==> src/design/tclc_consts.vh <==
// Constants for the temperature conversion and limit control block
`ifndef TCLC_CONSTS_VH
`define TCLC_CONSTS_VH
// Register addresses
`define TCLC_A_LOC_TEMP      8'h00
`define TCLC_A_R1_TEMP_HI    8'h01
`define TCLC_A_CFG_RD        8'h03
`define TCLC_A_RATE_RD       8'h04
`define TCLC_A_CFG_WR        8'h09
`define TCLC_A_RATE_WR       8'h0A
`define TCLC_A_R1_TEMP_LO    8'h10
`define TCLC_A_R2_TEMP_HI    8'h30
`define TCLC_A_R2_TEMP_LO    8'h33
`define TCLC_A_LIM_BASE      8'h40
`define TCLC_A_LIM_LAST      8'h4C
`define TCLC_A_HYST          8'h4D
// Limit slot indices, offset from the limit base
`define TCLC_L_LOC_HI        4'h0
`define TCLC_L_LOC_LO        4'h1
`define TCLC_L_LOC_OT        4'h2
`define TCLC_L_R1_HI_H       4'h3
`define TCLC_L_R1_HI_L       4'h4
`define TCLC_L_R1_LO_H       4'h5
`define TCLC_L_R1_LO_L       4'h6
`define TCLC_L_R1_OT         4'h7
`define TCLC_L_R2_HI_H       4'h8
`define TCLC_L_R2_HI_L       4'h9
`define TCLC_L_R2_LO_H       4'hA
`define TCLC_L_R2_LO_L       4'hB
`define TCLC_L_R2_OT         4'hC
// Reset values
`define TCLC_RATE_RST        8'h08
`define TCLC_CFG_RST         8'h00
`define TCLC_HYST_RST        8'h0A
`define TCLC_HI_RST          8'h7F
`define TCLC_LO_RST          8'h00
`define TCLC_OT_RST          8'h7F
// Field positions
`define TCLC_RATE_AVG_OFF    7
`define TCLC_RATE_CH_HI      5
`define TCLC_RATE_CH_LO      4
`define TCLC_RATE_CODE_HI    3
`define TCLC_CFG_PIN_SEL     5
`define TCLC_CFG_RANGE       2
// Rate codes and channel selection
`define TCLC_CODE_FASTEST    4'hA
`define TCLC_CODE_CONT       4'hB
`define TCLC_CODE_NO_AVG     4'h8
`define TCLC_CODE_RST        4'h8
`define TCLC_SEL_ALL         2'h0
`define TCLC_SEL_LOCAL       2'h1
`define TCLC_SEL_R1          2'h2
`define TCLC_SEL_R2          2'h3
`define TCLC_CH_LOCAL        2'h0
`define TCLC_CH_R1           2'h1
`define TCLC_CH_R2           2'h2
// Timing: base tick is the shortest interval, 1/64 s
`define TCLC_TICK_NS         15625000
`define TCLC_CLK_NS          40
`endif

==> src/design/tclc_conversion_limit_control.v <==
// Conversion scheduler, limit registers and over-temperature outputs
`timescale 1ns/100ps
// Function
// - Rate bits 3:0 code n from zero to ten gives 0.0625 times 2^n conversions per second.
// - Code eleven converts back to back with no idle time.
// - Rate and channel register resets to 0x08: sixteen per second, round robin.
// - Each interval start converts every enabled channel.
// - Bit 7 clear enables averaging; rate codes eight to ten never average.
// - Bits 5:4 pick round robin, local, first remote or second remote only.
// - Rate register reads at 0x04, writes at 0x0A, reads back unchanged.
// - Three channels each have high, low, over-temperature limits; remote high and low limits two bytes.
// - High flag set only when measurement strictly above high limit.
// - Low flag set when measurement at or below low limit.
// - Any channel above its over-temperature limit drives overtemp output low.
// - Second overtemp output low when any channel's whole-degree byte exceeds the high byte of its high limit.
// - One hysteresis value, reset 10, serves both overtemp outputs.
// - Limits compared raw in current format; never converted on range change.
// - All limit and hysteresis registers writable and read back.
// - Overtemp output releases only below limit minus hysteresis.
// - Config bit 5 selects shared pin: alert when clear, second overtemp when set.
// - Extended range data is offset binary, value plus 64.
`include "tclc_consts.vh"

module tclc_conversion_limit_control
#(
  parameter TICK_CYCLES = `TCLC_TICK_NS / `TCLC_CLK_NS
)
(
  input  wire        clock,
  input  wire        nrst,
  input  wire [7:0]  reg_addr,
  input  wire        reg_wr,
  input  wire [7:0]  reg_wdata,
  input  wire        reg_rd,
  output reg  [7:0]  reg_rdata,
  output reg         adc_start,
  output reg  [1:0]  adc_channel,
  output reg         adc_average,
  output wire        adc_extended_range,
  input  wire        adc_done,
  input  wire [15:0] adc_result,
  output reg         conv_busy,
  output reg  [2:0]  high_flags,
  output reg  [2:0]  low_flags,
  output wire        overtemp_out_n,
  output wire        second_overtemp_out_n,
  output wire        shared_pin_function_select
);

  localparam ST_IDLE = 2'h0;
  localparam ST_REQ  = 2'h1;
  localparam ST_WAIT = 2'h2;

  reg  [7:0]  rate_reg;
  reg  [7:0]  cfg_reg;
  reg  [7:0]  hyst_reg;
  reg  [7:0]  lim [0:12];
  reg  [15:0] meas [0:2];
  reg  [2:0]  ot_state;
  reg  [2:0]  ot2_state;
  reg  [31:0] pre_cnt;
  reg  [9:0]  tick_cnt;
  reg  [3:0]  act_code;
  reg  [1:0]  act_sel;
  reg         act_avg_off;
  reg  [1:0]  state;
  reg  [1:0]  cur_ch;
  wire        tick;
  wire [9:0]  ticks_per_iv;
  wire        boundary;
  wire        cont_mode;
  wire [3:0]  lim_idx;
  wire        lim_hit;
  integer     i;
  integer     j;

  ////////////////////////////////////////////////////////////////////////////
  // Register writes and reads
  assign lim_idx = reg_addr[3:0];
  assign lim_hit = (reg_addr >= `TCLC_A_LIM_BASE) && (reg_addr <= `TCLC_A_LIM_LAST);

  // Writable registers, limits stored raw in whatever format host wrote
  always @(posedge clock)
  begin
    if (!nrst)
    begin
      rate_reg <= `TCLC_RATE_RST;
      cfg_reg  <= `TCLC_CFG_RST;
      hyst_reg <= `TCLC_HYST_RST;
      for (i = 0; i < 13; i = i + 1)
        lim[i] <= `TCLC_OT_RST;
      lim[`TCLC_L_LOC_HI] <= `TCLC_HI_RST;
      lim[`TCLC_L_LOC_LO] <= `TCLC_LO_RST;
      lim[`TCLC_L_R1_HI_L] <= `TCLC_LO_RST;
      lim[`TCLC_L_R1_LO_H] <= `TCLC_LO_RST;
      lim[`TCLC_L_R1_LO_L] <= `TCLC_LO_RST;
      lim[`TCLC_L_R2_HI_L] <= `TCLC_LO_RST;
      lim[`TCLC_L_R2_LO_H] <= `TCLC_LO_RST;
      lim[`TCLC_L_R2_LO_L] <= `TCLC_LO_RST;
    end
    else if (reg_wr)
    begin
      if (reg_addr == `TCLC_A_RATE_WR)
        rate_reg <= reg_wdata;
      else if (reg_addr == `TCLC_A_CFG_WR)
        cfg_reg <= reg_wdata;
      else if (reg_addr == `TCLC_A_HYST)
        hyst_reg <= reg_wdata;
      else if (lim_hit)
        lim[lim_idx] <= reg_wdata;
    end
  end

  // Read data registered one cycle after the read strobe
  always @(posedge clock)
  begin
    if (!nrst)
      reg_rdata <= 8'h00;
    else if (reg_rd)
    begin
      if (reg_addr == `TCLC_A_RATE_RD)
        reg_rdata <= rate_reg;
      else if (reg_addr == `TCLC_A_CFG_RD)
        reg_rdata <= cfg_reg;
      else if (reg_addr == `TCLC_A_HYST)
        reg_rdata <= hyst_reg;
      else if (lim_hit)
        reg_rdata <= lim[lim_idx];
      else if (reg_addr == `TCLC_A_LOC_TEMP)
        reg_rdata <= meas[`TCLC_CH_LOCAL][15:8];
      else if (reg_addr == `TCLC_A_R1_TEMP_HI)
        reg_rdata <= meas[`TCLC_CH_R1][15:8];
      else if (reg_addr == `TCLC_A_R1_TEMP_LO)
        reg_rdata <= meas[`TCLC_CH_R1][7:0];
      else if (reg_addr == `TCLC_A_R2_TEMP_HI)
        reg_rdata <= meas[`TCLC_CH_R2][15:8];
      else if (reg_addr == `TCLC_A_R2_TEMP_LO)
        reg_rdata <= meas[`TCLC_CH_R2][7:0];
      else
        reg_rdata <= 8'h00;
    end
  end

  assign shared_pin_function_select = cfg_reg[`TCLC_CFG_PIN_SEL];
  assign adc_extended_range         = cfg_reg[`TCLC_CFG_RANGE];

  ////////////////////////////////////////////////////////////////////////////
  // Interval timing: base tick is the code ten interval
  assign tick         = (pre_cnt == TICK_CYCLES - 1);
  assign ticks_per_iv = 10'h001 << (`TCLC_CODE_FASTEST - act_code);
  assign boundary     = tick && (tick_cnt == ticks_per_iv - 10'h001);
  assign cont_mode    = (act_code >= `TCLC_CODE_CONT);

  // Prescaler and tick counter; settings latched at a boundary, or in continuous mode whenever the sequencer is idle
  always @(posedge clock)
  begin
    if (!nrst)
    begin
      pre_cnt     <= 32'h0000_0000;
      tick_cnt    <= 10'h000;
      act_code    <= `TCLC_CODE_RST;
      act_sel     <= `TCLC_SEL_ALL;
      act_avg_off <= 1'b0;
    end
    else
    begin
      pre_cnt <= tick ? 32'h0000_0000 : pre_cnt + 32'h0000_0001;
      if (boundary || (cont_mode && state == ST_IDLE))
      begin
        tick_cnt    <= 10'h000;
        act_code    <= rate_reg[`TCLC_RATE_CODE_HI:0];
        act_sel     <= rate_reg[`TCLC_RATE_CH_HI:`TCLC_RATE_CH_LO];
        act_avg_off <= rate_reg[`TCLC_RATE_AVG_OFF];
      end
      else if (tick)
        tick_cnt <= tick_cnt + 10'h001;
    end
  end

  ////////////////////////////////////////////////////////////////////////////
  // Conversion sequencer
  always @(posedge clock)
  begin
    if (!nrst)
    begin
      state       <= ST_IDLE;
      cur_ch      <= `TCLC_CH_LOCAL;
      adc_start   <= 1'b0;
      adc_channel <= `TCLC_CH_LOCAL;
      adc_average <= 1'b0;
      conv_busy   <= 1'b0;
    end
    else
    begin
      adc_start <= 1'b0;
      case (state)
        ST_IDLE:
        begin
          conv_busy <= 1'b0;
          if (boundary || cont_mode)
          begin
            state     <= ST_REQ;
            conv_busy <= 1'b1;
            if (act_sel == `TCLC_SEL_ALL)
              cur_ch <= `TCLC_CH_LOCAL;
            else
              cur_ch <= act_sel - 2'h1;
          end
        end
        ST_REQ:
        begin
          adc_start   <= 1'b1;
          adc_channel <= cur_ch;
          adc_average <= !act_avg_off &&
                         !(act_code >= `TCLC_CODE_NO_AVG && act_code <= `TCLC_CODE_FASTEST);
          state       <= ST_WAIT;
        end
        ST_WAIT:
        begin
          if (adc_done)
          begin
            if (act_sel == `TCLC_SEL_ALL && cur_ch != `TCLC_CH_R2)
            begin
              cur_ch <= cur_ch + 2'h1;
              state  <= ST_REQ;
            end
            else
              state <= ST_IDLE;
          end
        end
        default:
          state <= ST_IDLE;
      endcase
    end
  end

  ////////////////////////////////////////////////////////////////////////////
  // Limit comparison on each finished result
  function [15:0] hi_lim;
    input [1:0] ch;
    begin
      if (ch == `TCLC_CH_LOCAL)
        hi_lim = {lim[`TCLC_L_LOC_HI], 8'h00};
      else if (ch == `TCLC_CH_R1)
        hi_lim = {lim[`TCLC_L_R1_HI_H], lim[`TCLC_L_R1_HI_L]};
      else
        hi_lim = {lim[`TCLC_L_R2_HI_H], lim[`TCLC_L_R2_HI_L]};
    end
  endfunction

  function [15:0] lo_lim;
    input [1:0] ch;
    begin
      if (ch == `TCLC_CH_LOCAL)
        lo_lim = {lim[`TCLC_L_LOC_LO], 8'h00};
      else if (ch == `TCLC_CH_R1)
        lo_lim = {lim[`TCLC_L_R1_LO_H], lim[`TCLC_L_R1_LO_L]};
      else
        lo_lim = {lim[`TCLC_L_R2_LO_H], lim[`TCLC_L_R2_LO_L]};
    end
  endfunction

  function [7:0] ot_lim;
    input [1:0] ch;
    begin
      if (ch == `TCLC_CH_LOCAL)
        ot_lim = lim[`TCLC_L_LOC_OT];
      else if (ch == `TCLC_CH_R1)
        ot_lim = lim[`TCLC_L_R1_OT];
      else
        ot_lim = lim[`TCLC_L_R2_OT];
    end
  endfunction

  // Store result, update flags and hysteresis comparators of that channel
  always @(posedge clock)
  begin
    if (!nrst)
    begin
      for (j = 0; j < 3; j = j + 1)
        meas[j] <= 16'h0000;
      high_flags <= 3'h0;
      low_flags  <= 3'h0;
      ot_state   <= 3'h0;
      ot2_state  <= 3'h0;
    end
    else if (state == ST_WAIT && adc_done)
    begin
      meas[cur_ch] <= (cur_ch == `TCLC_CH_LOCAL) ? {adc_result[15:8], 8'h00} : adc_result;
      high_flags[cur_ch] <= (adc_result[15:8] > hi_lim(cur_ch) >> 8) ||
                            (cur_ch != `TCLC_CH_LOCAL && adc_result > hi_lim(cur_ch));
      low_flags[cur_ch]  <= (cur_ch == `TCLC_CH_LOCAL) ?
                            (adc_result[15:8] <= lo_lim(cur_ch) >> 8) :
                            (adc_result <= lo_lim(cur_ch));
      if (adc_result[15:8] > ot_lim(cur_ch))
        ot_state[cur_ch] <= 1'b1;
      else if ({1'b0, adc_result[15:8]} + {1'b0, hyst_reg} < {1'b0, ot_lim(cur_ch)})
        ot_state[cur_ch] <= 1'b0;
      if (adc_result[15:8] > hi_lim(cur_ch) >> 8)
        ot2_state[cur_ch] <= 1'b1;
      else if ({1'b0, adc_result[15:8]} + {1'b0, hyst_reg} < {1'b0, hi_lim(cur_ch) >> 8})
        ot2_state[cur_ch] <= 1'b0;
    end
  end

  ////////////////////////////////////////////////////////////////////////////
  // Output pins
  assign overtemp_out_n = ~|ot_state;
  assign second_overtemp_out_n = shared_pin_function_select ?
                                 ~|ot2_state :
                                 ~|(high_flags | low_flags);

endmodule // tclc_conversion_limit_control

==> config.mk <==
export PLATFORM = sky130hd
export DESIGN_NAME = tclc_conversion_limit_control
export DESIGN_NICKNAME = d
export VERILOG_FILES = /design/src/design/tclc_conversion_limit_control.v
export VERILOG_INCLUDE_DIRS = /design/src /design/src/design
export SDC_FILE = /design/constraint.sdc
export NUM_CORES = 1
export LEC_CHECK = 0
export BUFFER_PORTS_ARGS = -buffer_cell sky130_fd_sc_hd__buf_2
export CAP_MARGIN = 5
export CORE_MARGIN = 1.5
export CORE_UTILIZATION = 38
export CTS_CLUSTER_SIZE = 25
export DETAILED_ROUTE_END_ITERATION = 16
export GPL_TIMING_DRIVEN = 0
export PLACE_DENSITY = 0.51
export SLEW_MARGIN = 10
export SYNTH_ARGS = -nofsm -noshare
export SYNTH_HDL_FRONTEND = slang
export SYNTH_SLANG_ARGS = --single-unit
export TNS_END_PERCENT = 10
==> constraint.sdc <==
create_clock -name clock -period 7.2 [get_ports clock]
set_clock_uncertainty 0.2 [all_clocks]
set_input_delay 0.72 -clock clock [delete_from_list [all_inputs] [get_ports clock]]
set_output_delay 0.72 -clock clock [all_outputs]
set_load 0.02 [all_outputs]
# Yosys cells after proc, flatten, opt, wreduce, memory -nomap -nowiden
# Memories as Yosys holds them, arrays and structs flattened.
# Cells that the tools add are included.
[op_classes] n_addsub=8 mul=0 div=0 order_cmp=14 eq_ne=18 n_shift=1 muxes=74 bitwise_logic=17 n_reduce_logical=39
[ops] op="$mux W8" n=26
[ops] op="$mux W16" n=12
[ops] op="$add A32 B1 Y32 const B" n=1
[ops] op="$eq A32 B19 Y1 const B" n=1
[ops] op="$mux W1" n=19
[ops] op="$add A8 B8 Y9" n=2
[ops] op="$lt A9 B8 Y1" n=2
[ops] op="$eq A8 B4 Y1 const B" n=2
[ops] op="$eq A8 B6 Y1 const B" n=2
[ops] op="$gt A16 B16 Y1" n=1
[ops] op="$gt A8 B8 Y1" n=2
[ops] op="$le A16 B16 Y1" n=1
[ops] op="$reduce_or A16 Y1" n=1
[ops] op="$mux W2" n=7
[ops] op="$mux W3" n=4
[ops] op="$add A10 B1 Y10 const B" n=1
[ops] op="$eq A10 B10 Y1" n=1
[ops] op="$shl A1 B4 Y10 const A" n=1
[ops] op="$sub A10 B1 Y10 const B" n=1
[ops] op="$logic_and A1 B1 Y1" n=9
[ops] op="$or A3 B3 Y3" n=3
[ops] op="$reduce_or A3 Y1" n=3
[ops] op="$eq A8 B1 Y1 const B" n=1
[ops] op="$eq A8 B2 Y1 const B" n=1
[ops] op="36 further kinds" n=67
[totals] register_bits=102 latch_bits=0 ramBits=152 romBits=0 in_bits=37 elab_cells=192 n_memories=2
[memory_table] name="lim" depth=13 width=8 read_ports=14 rd_ports_with_merged_regs=0 write_ports=13 line_no="tclc_conversion_limit_control.v:57" text="reg [7:0] lim [0:12];"
[memory_table] name="meas" depth=3 width=16 read_ports=3 rd_ports_with_merged_regs=0 write_ports=3 line_no="tclc_conversion_limit_control.v:58" text="reg [15:0] meas [0:2];"

# Logic depth before layout (Yosys ltp)
[depth] ltp_word=12 mapped_depth=15 ltp_nobuf=14

# Worst setup path after synthesis
# Ideal clock, no wire load.
[synth_path] path_kind="input port to flip-flop" startpoint="in adc_result[8]" endpoint="reg with a tool-made name" setup_ps=140 t_arrival_ps=3242 required_ps=6860 slack_ps=3619 path_stages=14 cell_sequence="ha_1 > fa_1 > a21o_1 > a21oi_1 > nor2b_1 > o21a_1 > nor2_1 > xnor2_1 > ha_1 > and3_1 > o21ai_0 > o21ai_0 > nor4b_1 > a211oi_1"
[synth_lines] item="start: declaration" line_no="tclc_conversion_limit_control.v:41" text="input wire [15:0] adc_result,"

==> results by group <==
Logic synthesis
  – Post-synthesis cell type count: 83
  – Top-count cell post-synth: edfxtp_1
  – Simple-gate area share of the yosys netlist: 19.87%
  – Top cell type's share of synthesized area: 33.96%
  – YS warnings: 0
  – Post-synthesis register bit count: 270
  – Post-synth top flop: edfxtp_1
  – Commonest cells post-synth: 168 x edfxtp_1, 134 x nor2_1, 102 x dfxtp_1
  – Synthesized-area fraction occupied by adder cells: 6.115%
  – Ys async rst share: 0%
  – Mux contribution to synthesized area: 11.03%
  – Synth Area per Inst: 10.91 µm²
  – Synth Area in XOR/XNOR: 2.594%
  – Cell count after synthesis: 1362
  – Largest family of logic cells by synthesized area: simple AND/OR/NAND/NOR gates
  – Post-synthesis sequential area ratio: 47.70%
  – Number of synthesized flops with an enable pin: 168
  – Mapped cell area: 14860 µm²
  – Compound-cell area share of the yosys netlist: 9.214%
  – Synth area leaders: edfxtp_1 34%, dfxtp_1 14%, mux4_2 6.1%
  – Largest area contributor in the netlist: edfxtp_1

CTS
  – Clock Latency Late Sink: 0.58 ns
  – Root Driver: clkbuf_16
  – H-tree levels: 1
  – Post_cts resized: 0
  – TritonCTS Buffers: 31
  – Hold Buf Count CTS: 0
  – CTS tree: yes
  – Clock slew at reported path FFs: 0.06 ns
  – Sink Count: 270
  – CTS max path bufs: 3
  – Postcts setup bufs: 0

Worst setup path
  – Critical Path Start: cur_ch[1]
  – Worst Path Required: 7.43 ns
  – RR Startpoint: cur_ch[1]
  – Crit-path max cell delay: 0.86 ns
  – R2R Setup Slk: 1.92 ns
  – Setup crit end kind: flop
  – Worst Path Arrival: 5.51 ns
  – Most used cell, CP: a21oi_1
  – Worst-path fanout max: 10
  – CP max-delay cell: clkbuf_1
  – WS Path Type: reg -> reg
  – Cell Chain, Critical Path: inv_1, ha_1, clkbuf_1, clkbuf_1, mux2i_1, nor2_1, a21oi_1, ha_1, a21o_1, a21o_1, a21oi_1, a21oi_1, nor4b_2, a211oi_1
  – R2R cell count: 14
  – Worst Setup Start Kind: flop

STA
  – Final setup TNS: 0 ns
  – Final setup viols: 0
  – Slew HR: 21.05%
  – Min cycle time layout: 5.281 ns
  – Fin. max-slew vios: 0
  – Worst Max-Slew Pin Slew: 1.172 ns
  – Final Hold Fails: 0
  – Setup WS post-layout: 1.919 ns
  – RSZ-0062 raised after global routing: false
  – Max Freq: 0.1893 GHz
  – Final Cycle Share: 73.35%

Drt
  – Via-per-instance ratio: 5.543
  – Total wire length: 46890 µm
  – Vias: 11170
  – Final ANT Viol Nets: 0
  – Remaining DRCs: 0
  – Detailed Routing Iterations Pass 1: 8
  – Initial DRC count: 976
  – Routed len/inst: 23.26 µm

Worst hold path
  – Hold_sp: reg_wdata[6]
  – Hold-critical path endpoint: lim[15][6]
  – Hold path depth: 1
  – Hold crit path type: in -> reg

Final layout
  – Layout cell share with drive strength beyond 1: 13.69%
  – Multi-input gate area: 7367 µm²
  – Top flop regs: lim (128), meas (40), pre_cnt (32)
  – Register area: 7087 µm²
  – Most flops, register: lim
  – Fin nets: 1581
  – Max FFs per register: 128
  – Layout area overhead: 14.29%
  – Fill count: 3700
  – Fin cells: 2016

Floorplanning
  – CORE AREA: 38650 µm²
  – I/O pins: 60
  – Die Width: 200.7 µm
  – Cell row count: 72
  – Die area: 40290 µm²
  – Initial Util: 38.44%
  – Die Span Y: 200.7 µm

GRT
  – Initial antenna violation count: 1
  – Number of global-route vias before repair: 10970
  – First-pass GRT wire length: 69540 µm
  – Largest net degree at the start of global routing: 17
  – GRT Residual Overflow: 0
  – Gr usage total: 23.19%

Power and ir drop
  – Total power: 3727 µW
  – VDD IR max: 176.8 µV
  – Lkg Pwr: 0.006282 µW
  – Power per cell area: 219.5 nW/µm²

Placed design
  – PortBufs: 53
  – DP HPWL: 35270 µm
  – DP Cell Count: 1957
  – Gpl congestion: 0.9688
  – Pre-CTS setup slack: 1.961 ns

Outcome
  – Status: complete, no violations

Job
  – Number of max-cap violations: 0
## worst max-delay path, delay by kind of cell, from the launching register on
kind / cells / cell delay, ns
simple gates: 2 / 0.89
mux: 1 / 0.27
flops: 1 / 0.34
fa+ha+maj: 2 / 0.49
buf+inv: 3 / 1.47
compound gates: 6 / 1.45
## through the flow
| step | instance area, µm² | utilization [%] | hold WS (ns) |
|---|---|---|---|
| after floorplan | 14940 | - | 0.2372 |
| after global placement | 15860 | 41.03 | 0.2584 |
| after detailed placement | 15880 | 41.09 | 0.2611 |
| after CTS | 16970 | 43.91 | 0.2078 |
| after global routing | 16980 | 43.93 | 0.2373 |
| final | 16980 | 43.93 | 0.2351 |
## cell families (layout without fill, tap and decap cells)
kind of cell / Yosys count / in the layout
and+or+nand+nor: 548 / 548
DFF: 270 / 270
AOI/OAI and AO/OA: 214 / 214
muxes: 112 / 112
buffers and inverters: 101 / 213
adders and majority gates: 72 / 72
xor gates and xnor gates: 44 / 44
other: 1 / 25
## area by class of cell
type                       instances  area share (%)
sequential                       270           41.74
antenna                            1         0.01474
clock inverter                    15           1.275
tap                              518           3.817
clock buffer                      43           5.144
multi-input combinational       1014           43.39
inverter                          25          0.5527
buffer                            76           2.461
timing repair buffer              54           1.606
## placed cells by master (no fill, tap or decap), drive strengths merged, types with 5 or more instances in the layout
cell and count:
ha 71, a211oi 12, buf 78, nor2 135
xor2 26, a21oi 76, a31oi 5, or3 8
nor4b 8, nand4 24, conb 24, nand2b 52
nor3 15, and2 83, or2 9, a22oi 9
and3 27, a21o 12, nor2b 14, o21ai 38
nor4 19, inv 25, edfxtp 168, o21a 13
clkbuf 94, a221oi 6, mux4 40, dfxtp 102
xnor2 18, o211ai 5, mux2i 58, clkinv 10
nand2 90, and4 6, bufinv 5, nand3 40
mux2 14
## routing by layer
layer | track usage [%] | part of all wire (%) | wire (µm) | vias to the layer above
li1 | - | - | - | 5230
met1 | 30.71 | 43 | 20030 | 5481
met2 | 38.99 | 48 | 22440 | 376
met3 | 3.117 | 5.9 | 2751 | 87
met4 | 8.056 | 3.6 | 1668 | 0
met5 | 0 | 0 | 0 | -
## report_power, final
group          internal [µW]  switching, µW
Clock                   1030            658
Sequential              1690           31.4
Combinational            116            200
Total                   2840            890
## worst max-delay path by stage
stage,endpoint,slack [ns],depth (start not counted)
after floorplan,flop,3.62,14
after global placement,flop,1.46,15
after detailed placement,flop,1.96,14
after CTS,flop,1.94,14
after global routing,flop,1.76,14
final,flop,1.92,14
Power figures use the tool's default switching activity.
